### config.mk
export PLATFORM = sky130hd
export DESIGN_NAME = bdie_events
export DESIGN_NICKNAME = d
export VERILOG_FILES = /design/src/verilog/bdie_pkg.sv /design/src/verilog/bdie_edge.sv /design/src/verilog/bdie_events.sv
export SDC_FILE = /design/constraint.sdc
export NUM_CORES = 1
export LEC_CHECK = 0
export BUFFER_PORTS_ARGS = -buffer_cell sky130_fd_sc_hd__buf_4
export CAP_MARGIN = 20
export CORE_MARGIN = 2
export CORE_UTILIZATION = 48
export DETAILED_ROUTE_END_ITERATION = 16
export GPL_ROUTABILITY_DRIVEN = 0
export PLACE_DENSITY = 0.85
export SLEW_MARGIN = 30
export SYNTH_ARGS = -nofsm -noshare
export SYNTH_HDL_FRONTEND = slang
export SYNTH_SLANG_ARGS = --single-unit
### constraint.sdc
create_clock -name mclk -period 2.1 [get_ports mclk]
set_clock_uncertainty 0.15 [all_clocks]
set_input_delay 0.21 -clock mclk [delete_from_list [all_inputs] [get_ports mclk]]
set_output_delay 0.21 -clock mclk [all_outputs]
set_load 0.05 [all_outputs]
### src/verilog/bdie_pkg.sv
// bdie_pkg: constants and carrier types for the device event register block
// assumes a single 20 MHz clock domain and a plain register port
package bdie_pkg;

   // ---------------------------------------------------------------
   // register offsets (byte addresses)
   // ---------------------------------------------------------------
   localparam logic [7:0] OFF_EVENT_SET = 8'h00;
   localparam logic [7:0] OFF_EVENT_CLEAR = 8'h04;
   localparam logic [7:0] OFF_MASK_SET = 8'h08;
   localparam logic [7:0] OFF_MASK_CLEAR = 8'h0c;
   localparam logic [7:0] OFF_LINK_CONFIG = 8'h10;
   localparam logic [7:0] OFF_LINK_STATUS = 8'h14;

   // ---------------------------------------------------------------
   // event bit positions
   // ---------------------------------------------------------------
   localparam int BIT_LOCK_FAIL = 9;
   localparam int BIT_SELF_ID_DONE = 16;
   localparam int BIT_LINK_RESET = 17;
   localparam int BIT_PHY_IRQ = 19;
   localparam int BIT_CYCLE_BEGIN = 20;
   localparam int BIT_SECONDS_ROLL = 21;
   localparam int BIT_MISSING_CS = 22;
   localparam int BIT_CT_MISMATCH = 23;
   localparam int BIT_FATAL_HALT = 24;
   localparam int BIT_OVERLONG = 25;
   localparam int BIT_PHY_REG = 26;
   localparam int BIT_IMPL = 30;
   localparam int BIT_LINK_CFG_ROOT = 0;
   localparam int NUM_SRC = 11;
   localparam int CT_SECONDS_BIT = 7;

   // implemented event bits; others read zero
   localparam logic [31:0] EVENT_IMPL_MASK = 32'h07fb_0200;
   localparam logic [31:0] EVENT_RESET = 32'h0000_0000;
   localparam logic [31:0] MASK_RESET = 32'h0000_0000;
   localparam logic [31:0] LINK_CFG_RESET = 32'h0000_0000;

   // ---------------------------------------------------------------
   // timing
   // ---------------------------------------------------------------
   localparam int CLK_MHZ = 20;
   localparam int OVERLONG_US = 125;
   // longest time, rounded down
   localparam int OVERLONG_CYCLES = OVERLONG_US * CLK_MHZ;
   localparam int OVL_W = 12;

   // ---------------------------------------------------------------
   // carriers
   // ---------------------------------------------------------------
   typedef struct packed {
      logic [7:0] addr;
      logic [31:0] wdata;
      logic wr;
      logic rd;
   } bdie_bus_req_t;

   typedef struct packed {
      logic lock_response_failed;
      logic self_id_done;
      logic link_reset_seen;
      logic phy_irq;
      logic cycle_count_lsb;
      logic [6:0] cycle_seconds;
      logic cycle_start_seen;
      logic cycle_time_mismatch;
      logic fatal_halt;
      logic cycle_start_tx_begin;
      logic subaction_gap_end;
      logic phy_reg_byte_arrived;
      logic self_id_phase;
   } bdie_src_t;

   typedef enum logic [2:0] {
      OVL_IDLE = 3'b001,
      OVL_RUN = 3'b010,
      OVL_HIT = 3'b100
   } bdie_ovl_state_t;

endpackage

### src/verilog/bdie_edge.sv
// bdie_edge: rising edge detector over a vector of event sources
// assumes sources synchronous to mclk
`timescale 1ns/1ns
module bdie_edge #(
   parameter int WIDTH = 11
) (
   input wire logic mclk,
   input wire logic rst_n,
   input wire logic [WIDTH-1:0] level,
   output logic [WIDTH-1:0] rise
);

   typedef struct packed {
      logic [WIDTH-1:0] prev;
   } bdie_edge_state_t;

   bdie_edge_state_t st_reg;
   bdie_edge_state_t st_next;

   always_comb begin
      st_next.prev = level;
   end

   always_ff @(posedge mclk) begin
      if (!rst_n) begin
         st_reg <= '0;
      end else begin
         st_reg <= st_next;
      end
   end

   assign rise = level & ~st_reg.prev;

endmodule // bdie_edge

### src/verilog/bdie_events.sv
// bdie_events: device event register with set/clear addresses and mask
// assumes sources synchronous to mclk; software on the plain register port
`timescale 1ns/1ns

// Functional notes
// - event bit sets on source rising edge or written one; clear-address ones clear
// - set-address read gives raw events; clear-address read gives events and mask
// - interrupt request high while any unmasked event bit is set
// - bit 9 sets when lock response got no ack_complete after retries
// - bit 16 sets when self-ID stream is complete
// - bit 16 forced to zero in the cycle a bus reset (hardware) sets bit 17; a software set of bit 17 leaves bit 16 alone
// - bit 17 sets when the PHY enters bus reset
// - clearing bit 17 is ignored during the self-ID phase
// - bit 19 sets on a PHY interrupt status transfer
// - bit 20 sets when cycle count low bit toggles
// - bit 21 sets when cycle seconds bit 6, the top bit of the 7-bit field, changes
// - bit 22 sets when no cycle start between two cycle begins
// - bit 23 sets on received cycle start time mismatch
// - bit 24 sets when an error halts a subunit
// - while bit 24 set and halt_blocks_context high, the lock fail event (bit 9) is blocked
// - as cycle root, bit 25 sets if a cycle exceeds 125 us
// - the overlong cycle event clears cycle root enable
// - bit 26 sets when a PHY register byte is available
module bdie_events #(
   parameter int OVL_CYCLES = bdie_pkg::OVERLONG_CYCLES
) (
   input wire logic mclk,
   input wire logic rst_n,
   input wire bdie_pkg::bdie_bus_req_t bus_req,
   output logic [31:0] rdata,
   input wire bdie_pkg::bdie_src_t src,
   input wire logic halt_blocks_context,
   output logic irq,
   output logic cycle_root_enable
);

   // ---------------------------------------------------------------
   // state
   // ---------------------------------------------------------------
   typedef struct packed {
      logic [31:0] interrupt_event;
      logic [31:0] interrupt_enable_mask;
      logic [31:0] link_config;
      logic [31:0] rdata;
      logic cycle_lsb_prev;
      logic seconds_bit_prev;
      logic level_init;
      logic cs_since_begin;
      logic [bdie_pkg::OVL_W-1:0] ovl_count;
      bdie_pkg::bdie_ovl_state_t ovl_state;
   } bdie_state_t;

   bdie_state_t st_reg;
   bdie_state_t st_next;

   logic [bdie_pkg::NUM_SRC-1:0] src_level;
   logic [bdie_pkg::NUM_SRC-1:0] src_rise;

   // ---------------------------------------------------------------
   // edge detection of level sources
   // ---------------------------------------------------------------
   // slot 4 spare, tied low
   assign src_level = {src.fatal_halt, src.cycle_time_mismatch, src.phy_irq,
                       src.link_reset_seen, src.lock_response_failed, src.self_id_done,
                       1'b0, src.cycle_start_tx_begin,
                       src.subaction_gap_end, src.cycle_start_seen, src.phy_reg_byte_arrived};

   bdie_edge #(
      .WIDTH(bdie_pkg::NUM_SRC)
   ) u_edge (
      .mclk(mclk),
      .rst_n(rst_n),
      .level(src_level),
      .rise(src_rise)
   );

   function automatic logic addr_hit(input bdie_pkg::bdie_bus_req_t r, input logic [7:0] off);
      addr_hit = (r.addr == off);
   endfunction

   // ---------------------------------------------------------------
   // next state
   // ---------------------------------------------------------------
   always_comb begin
      logic [31:0] hw_set;
      logic [31:0] sw_set;
      logic [31:0] sw_clr;
      logic cyc_begin;
      logic sec_change;
      logic ovl_event;
      logic lnk_rise;
      logic cs_seen_now;
      hw_set = '0;
      sw_set = '0;
      sw_clr = '0;
      st_next = st_reg;
      st_next.level_init = 1'b1;
      st_next.cycle_lsb_prev = src.cycle_count_lsb;
      st_next.seconds_bit_prev = src.cycle_seconds[6];
      cyc_begin = st_reg.level_init && (src.cycle_count_lsb != st_reg.cycle_lsb_prev);
      sec_change = st_reg.level_init && (src.cycle_seconds[6] != st_reg.seconds_bit_prev);
      lnk_rise = src_rise[7];
      cs_seen_now = src_rise[1];
      ovl_event = 1'b0;

      // overlong cycle watchdog, only while cycle root
      case (st_reg.ovl_state)
         bdie_pkg::OVL_IDLE: begin
            if (src_rise[3] && st_reg.link_config[bdie_pkg::BIT_LINK_CFG_ROOT]) begin
               st_next.ovl_state = bdie_pkg::OVL_RUN;
               st_next.ovl_count = '0;
            end
         end
         bdie_pkg::OVL_RUN: begin
            if (src_rise[2] || lnk_rise || !st_reg.link_config[bdie_pkg::BIT_LINK_CFG_ROOT]) begin
               st_next.ovl_state = bdie_pkg::OVL_IDLE;
            end else if (st_reg.ovl_count == bdie_pkg::OVL_W'(OVL_CYCLES - 1)) begin
               st_next.ovl_state = bdie_pkg::OVL_HIT;
            end else begin
               st_next.ovl_count = st_reg.ovl_count + 1'b1;
            end
         end
         bdie_pkg::OVL_HIT: begin
            ovl_event = 1'b1;
            st_next.ovl_state = bdie_pkg::OVL_IDLE;
         end
         default: begin
            st_next.ovl_state = bdie_pkg::OVL_IDLE;
         end
      endcase

      // missing cycle start between two cycle begins
      if (cyc_begin) begin
         hw_set[bdie_pkg::BIT_MISSING_CS] = !st_reg.cs_since_begin && !cs_seen_now;
         st_next.cs_since_begin = 1'b0;
      end else if (cs_seen_now || src_rise[3]) begin
         st_next.cs_since_begin = 1'b1;
      end

      hw_set[bdie_pkg::BIT_LOCK_FAIL] = src_rise[6];
      hw_set[bdie_pkg::BIT_SELF_ID_DONE] = src_rise[5];
      hw_set[bdie_pkg::BIT_LINK_RESET] = lnk_rise;
      hw_set[bdie_pkg::BIT_PHY_IRQ] = src_rise[8];
      hw_set[bdie_pkg::BIT_CYCLE_BEGIN] = cyc_begin;
      hw_set[bdie_pkg::BIT_SECONDS_ROLL] = sec_change;
      hw_set[bdie_pkg::BIT_CT_MISMATCH] = src_rise[9];
      hw_set[bdie_pkg::BIT_FATAL_HALT] = src_rise[10];
      hw_set[bdie_pkg::BIT_OVERLONG] = ovl_event;
      hw_set[bdie_pkg::BIT_PHY_REG] = src_rise[0];

      // halted context's lock fail event (bit 9) held off
      if (st_reg.interrupt_event[bdie_pkg::BIT_FATAL_HALT] && halt_blocks_context) begin
         hw_set[bdie_pkg::BIT_LOCK_FAIL] = 1'b0;
      end

      // register writes
      if (bus_req.wr) begin
         if (addr_hit(bus_req, bdie_pkg::OFF_EVENT_SET)) begin
            sw_set = bus_req.wdata;
         end
         if (addr_hit(bus_req, bdie_pkg::OFF_EVENT_CLEAR)) begin
            sw_clr = bus_req.wdata;
         end
         if (addr_hit(bus_req, bdie_pkg::OFF_MASK_SET)) begin
            st_next.interrupt_enable_mask = st_reg.interrupt_enable_mask |
                                            (bus_req.wdata & bdie_pkg::EVENT_IMPL_MASK);
         end
         if (addr_hit(bus_req, bdie_pkg::OFF_MASK_CLEAR)) begin
            st_next.interrupt_enable_mask = st_reg.interrupt_enable_mask & ~bus_req.wdata;
         end
         if (addr_hit(bus_req, bdie_pkg::OFF_LINK_CONFIG)) begin
            st_next.link_config = bus_req.wdata & 32'h0000_0001;
         end
      end
      if (src.self_id_phase) begin
         sw_clr[bdie_pkg::BIT_LINK_RESET] = 1'b0;
      end

      // set wins over clear; reserved bits stay zero
      st_next.interrupt_event = ((st_reg.interrupt_event & ~sw_clr) | hw_set | sw_set)
                                & bdie_pkg::EVENT_IMPL_MASK;
      if (hw_set[bdie_pkg::BIT_LINK_RESET]) begin
         st_next.interrupt_event[bdie_pkg::BIT_SELF_ID_DONE] = 1'b0;
      end
      if (ovl_event) begin
         st_next.link_config[bdie_pkg::BIT_LINK_CFG_ROOT] = 1'b0;
      end

      // read data, one cycle later
      st_next.rdata = '0;
      if (bus_req.rd) begin
         case (bus_req.addr)
            bdie_pkg::OFF_EVENT_SET: st_next.rdata = st_reg.interrupt_event;
            bdie_pkg::OFF_EVENT_CLEAR: st_next.rdata = st_reg.interrupt_event &
                                                       st_reg.interrupt_enable_mask;
            bdie_pkg::OFF_MASK_SET: st_next.rdata = st_reg.interrupt_enable_mask;
            bdie_pkg::OFF_MASK_CLEAR: st_next.rdata = st_reg.interrupt_enable_mask;
            bdie_pkg::OFF_LINK_CONFIG: st_next.rdata = st_reg.link_config;
            bdie_pkg::OFF_LINK_STATUS: st_next.rdata = {29'h0, st_reg.ovl_state};
            default: st_next.rdata = '0;
         endcase
      end
   end

   // ---------------------------------------------------------------
   // registers
   // ---------------------------------------------------------------
   always_ff @(posedge mclk) begin
      if (!rst_n) begin
         st_reg.interrupt_event <= bdie_pkg::EVENT_RESET;
         st_reg.interrupt_enable_mask <= bdie_pkg::MASK_RESET;
         st_reg.link_config <= bdie_pkg::LINK_CFG_RESET;
         st_reg.rdata <= '0;
         st_reg.cycle_lsb_prev <= 1'b0;
         st_reg.seconds_bit_prev <= 1'b0;
         st_reg.level_init <= 1'b0;
         st_reg.cs_since_begin <= 1'b1;
         st_reg.ovl_count <= '0;
         st_reg.ovl_state <= bdie_pkg::OVL_IDLE;
      end else begin
         st_reg <= st_next;
      end
   end

   // ---------------------------------------------------------------
   // outputs
   // ---------------------------------------------------------------
   assign rdata = st_reg.rdata;
   assign irq = |(st_reg.interrupt_event & st_reg.interrupt_enable_mask);
   assign cycle_root_enable = st_reg.link_config[bdie_pkg::BIT_LINK_CFG_ROOT];

endmodule // bdie_events

; Word-level counts from Yosys, hierarchy flattened
; Cells that the tools add are included.
[op_classes]
div = 0
n_mux = 21
n_bitwise = 11
mul = 0
eq_ne = 15
add_sub_neg = 1
n_shift = 0
n_reduce_logical = 24
magnitude_cmp = 0
[op_table]
columns = operator, count
row1 = 32-bit case mux with 5 select lines, 1
row2 = 27-bit 2-to-1 mux, 4
row3 = 32-bit 2-to-1 mux, 2
row4 = 27-bit bitwise OR, 2
row5 = 27-bit by 32-bit bitwise AND with 32-bit output, 1
row6 = 32-bit bitwise AND, 1
row7 = 32-bit inverter, 1
row8 = 32-bit by 27-bit bitwise OR with 32-bit output, 1
row9 = 32-bit OR reduction, 1
row10 = 27-bit bitwise AND, 1
row11 = 27-bit inverter, 1
row12 = 12-bit 2-to-1 mux, 2
row13 = 12-bit case mux with 2 select lines, 1
row14 = 17-bit 2-to-1 mux, 1
row15 = 8-bit by 4-bit equality test with 1-bit output (second input constant), 2
row16 = 8-bit by 5-bit equality test with 1-bit output (second input constant), 2
row17 = 15-bit 2-to-1 mux, 1
row18 = 12-bit by 1-bit adder with 12-bit output (second input constant), 1
row19 = 12-bit equality test (second input constant), 1
row20 = 11-bit bitwise AND, 1
row21 = 11-bit inverter, 1
row22 = 8-bit by 3-bit equality test with 1-bit output (second input constant), 1
row23 = 8-bit zero test, 1
row24 = 2-bit AND reduction, 4
row25 = other kinds (16), 37
[totals]
word_cells = 85
latch_bits = 0
out_inout_bits = 34
regBits = 106
ram_bits = 0
in_bits = 64
romBits = 0
mem_count = 0

; Depth between registers and ports, before layout
[depth]
ltp_word = 8
mapped_depth = 7
ltp_nobuf = 6

; Hierarchy
; A second synthesis with hierarchy kept.
[unflattened]
cells_unflattened = 491
area_unflattened_um2 = 4369.2
[modules_own_cells]
columns = module, area_per_inst_um2, instances, cells_each, seq_area_each_um2
row1 = bdie_events, 4000.1, 1, 457, 1901.8
row2 = bdie_edge, 369.1, 1, 34, 220.2

; Worst setup path after synthesis
; OpenSTA, ideal clock, no wires.
[synth_path]
path_kind = register to register
start = reg st_reg (netlist bit cycle_root_enable)
end = reg st_reg[12] (netlist name)
t_arrival_ps = 2202
required_time_ps = 1888
path_buffers = 0
period_less_slack_ps = 2414
path_slack_ps = -314
setup_time_ps = 62
stages_incl_launch_ff = 6
path_cell_list = dfxtp_1 -> nand2_1 -> nor4b_1 -> a21oi_2 -> or4_1 -> nand3_1
[synth_via]
elab_chain_len = 4
elab_cells_between_ends = 6
[synth_lines]
columns = item, line_no
row1 = "start, declared", bdie_events.sv:53  ; bdie_state_t st_reg;
row2 = "start signal, assigned", bdie_events.sv:221  ; st_reg <= st_next;
row3 = 1-bit zero test, bdie_events.sv:115  ; if (src_rise[2] || lnk_rise || !st_reg.link_config[bdie_pkg::BIT_LINK_CFG_ROOT]) begin
row4 = 1-bit logical OR, bdie_events.sv:115
row5 = 2-bit inequality test (no source line), -
row6 = 4-bit AND reduction (no source line) (*), -
; Mark *: on every way between the ends. The rest lies on a longest branch, timed or not.
; A chain may end at the register's enable or synchronous reset.

; Final worst setup path
[layout_path]
start = reg st_reg[6] (netlist name)
end = reg st_reg[14] (netlist name)
[layout_via]
elab_chain_len = 4
elab_cells_between_ends = 7
[layout_lines]
columns = item, line_no
row1 = 12-bit by 1-bit adder with 12-bit output, bdie_events.sv:120  ; st_next.ovl_count = st_reg.ovl_count + 1'b1;
row2 = 12-bit 2-to-1 mux, bdie_events.sv:117  ; end else if (st_reg.ovl_count == bdie_pkg::OVL_W'(OVL_CYCLES - 1)) begin
row3 = 12-bit 2-to-1 mux, bdie_events.sv:115
row4 = 12-bit case mux with 2 select lines, bdie_events.sv:107  ; case (st_reg.ovl_state)
; Several ways; a longest one is shown, not always the timed one. The select of a mux whose other input is x is not followed.

==> results.md <==
- Fin nets: 629
- Row count: 33
- Area Growth Syn to Fin: 32.6%
- Post-route DRC: 0
- Synth Register Bits: 105
- Drt initial violations: 251
- Share of layout cells above drive strength 1: 25.8%
- CTS root buf: clkbuf_8
- Design Power: 3.48 mW
- Drt pass-1 iters: 6
- Boundary Pins: 98
- Num CTS Buffers: 9
- Post-DP HPWL: 6.63 mm
- First-pass GRT wire length: 17.0 mm
- Wire per inst: 15.1 um
- Layout Utilization: 66.0%
- Die Area: 9360 um^2
- Via count: 3615
- Core ar.: 8300 um^2
- Ys async rst share: 0%
- Crit Path Category: reg2reg
- Die Ht: 96.8 um
- Vias per std cell: 5.36
- Diodes inserted: 0
- Hold Vio Cnt, Final: 0
- CTS clk-pin slew, worst paths: 90 ps
- Critical path endpoint category: register
- Max Clk Rate: 464 MHz
- Library cells used by synthesis: 49
- Worst path required time: 2250 ps
- Max_slew headroom: 54.6%
- Hold_ws: 10.7 ps
- Clock Power Share: 32.9%
- Final TNS setup: -335 ps
- H-tree depth: 3
- Worst Hold Class: in2reg
- Worst Tran Pin Value: 679 ps
- Failing checks: negative setup slack
- Initial Utilization: 49.8%
- Final Critical Period: 2150 ps
- Crit path DAT: 2300 ps
- Post-route antenna net violation count: 0
- Mapped Area: 4130 um^2
- Final setup viols: 9
- Initial antenna violation count: 0
- CTS tree: done
- Setup WS post-layout: -53.2 ps
- Slack of the worst reg-to-reg path: -50 ps
- Worst-Skew Late Latency: 360 ps
- Syn Nets: 513
- Switching share of total power: 22.9%
- Post-synthesis sequential area ratio: 50.9%
- Max IR drop VDD: 0.000288 V
- NetSw: 798 uW
- Largest net degree at the start of global routing: 46
- Final wirelength: 10.2 mm
- Post-route cell area: 5480 um^2
- Unrepaired setup endpoints after global routing: true
- Clock tree sinks: 105
- Filler cells: 652
- EDFF count, synth: 0
- Largest fanout on the critical path: 4
- Slew Viols, Final: 0
- Syn Area/Cell: 9.22 um^2
- Most common cell after layout, fill and taps aside: buf_4
- Synth warn: 0
- Int Pwr: 2.68 mW
- Power Dens Cells: 635 nW/um^2
- Horiz. Die Dim: 96.8 um
- Tcrit/Tclk final: 103%
- Max_cap viols: 0
- Clock buffer depth: 2
- Reg power frac: 58.7%
- Combinational power share: 8.4%
- Placement-stage cell area: 4800 um^2
- Total track usage: 22.0%
- IO Port Bufs: 91
- Critical Path Start Type: register
- Most frequent cells in the layout: 115 x buf_4, 103 x dfxtp_1, 53 x nand2_1
- GR Overflow Total: 0
- Status: finished, violations left
- Post-synthesis cell count: 448
- Number of global-route vias before repair: 3706
- Leak Pwr: 2.34 nW
- Top FF cell, synth: dfxtp_1
==> routing by layer <==
layer  up-vias  track usage, %  routed length [um]
met5         -               0                   0
met4         0            11.3                 346
met3        34            4.12                 507
met2       139            38.5                5200
met1      1686            25.7                4120
li1       1756               -                   -
==> power groups by stage <==
| stage | clock (mW) | combinational [mW] | sequential (mW) |
|---|---|---|---|
| 2_1_floorplan | 0 | 0.0974 | 2.08 |
| 3_3_place_gp | 0 | 0.214 | 2.08 |
| 3_5_place_dp | 0 | 0.218 | 2.09 |
| 4_1_cts | 1.17 | 0.284 | 2.04 |
| 5_1_grt | 1.25 | 0.318 | 2.04 |
| 6_report | 1.15 | 0.292 | 2.04 |
==> Yosys cell counts (2+ instances only) <==
cell | count | area (um^2)
o21a_1 | 2 | 15.0
a31oi_1 | 3 | 18.8
a32oi_1 | 2 | 17.5
and3_1 | 3 | 18.8
nor2b_1 | 2 | 12.5
a221oi_1 | 2 | 17.5
inv_1 | 4 | 15.0
buf_2 | 5 | 25.0
nor2_1 | 22 | 82.6
or3_1 | 4 | 25.0
buf_4 | 32 | 240
and2_1 | 30 | 188
mux2i_1 | 21 | 210
dfxtp_1 | 105 | 2100
o21ai_1 | 2 | 10.0
a22o_1 | 2 | 17.5
o32ai_1 | 2 | 17.5
nand3b_1 | 3 | 22.5
nand2b_1 | 8 | 50.1
nand3_1 | 31 | 155
or4_1 | 4 | 30.0
nor3_1 | 3 | 15.0
a21oi_1 | 36 | 180
o31ai_1 | 5 | 37.5
nand2_1 | 53 | 199
xor2_1 | 2 | 17.5
clkbuf_1 | 17 | 63.8
o22ai_1 | 11 | 68.8
nand4_1 | 3 | 18.8
o21ai_0 | 10 | 50.1
==> final timing paths <==
path / start / to / depth (start not counted)
worst max-delay path: st_reg[6]$_SDFFE_PN0P_ / st_reg[14]$_SDFFE_PN0P_ / 6
worst min-delay path: bus_req[23] / register / 3
worst max register to register: st_reg[6]$_SDFFE_PN0P_ / st_reg[14]$_SDFFE_PN0P_ / 6
worst min register to register: st_reg[94]$_SDFFE_PN0P_ / st_reg[94]$_SDFFE_PN0P_ / 2
==> stage by stage <==
step | cells | setup WS [ps]
global placement | 612 | -34.7
global route | 674 | -134
detailed placement | 612 | -77.5
floorplan | 448 | -6.41
CTS | 673 | -32.2
finish | 674 | -53.2
==> cells by family (layout without fill, tap and decap cells) <==
| group | after synthesis | after routing | synth area share, % |
|---|---|---|---|
| AOI/OAI and AO/OA | 84 | 84 | 12.7 |
| buffers and inverters | 60 | 181 | 8.54 |
| and+or+nand+nor | 174 | 174 | 21.8 |
| muxes | 22 | 22 | 5.36 |
| DFF | 105 | 105 | 50.9 |
| xor gates and xnor gates | 2 | 2 | 0.424 |
| adders and majority gates | 1 | 1 | 0.303 |
==> layout make-up <==
class                      instances  area [um^2]  share of cell area, %
tap                              105          131                   2.40
clock inverter                     4         27.5                  0.503
sequential                       105         2100                   38.4
multi-input combinational        283         1720                   31.3
timing repair buffer             161         1330                   24.2
clock buffer                      12          155                   2.83
inverter                           4         15.0                  0.274
==> what timing repair did <==
item	in CTS	in global routing
hold buffers	43	0
gates cloned	0	1
setup endpoints to repair	12	13
buffers inserted	2	0
endpoints found under the hold margin	49	0
pin swaps	1	3
gates resized for setup	5	8
==> worst max-delay path, stage by stage, from the launching register on <==
cell and delay (ps):
dfxtp_2 330, or4b_4 530, or4_4 480, a211oi_4 270, buf_4 180, o21ai_1 70
o21ai_1 70
Power figures use the tool's default switching activity.
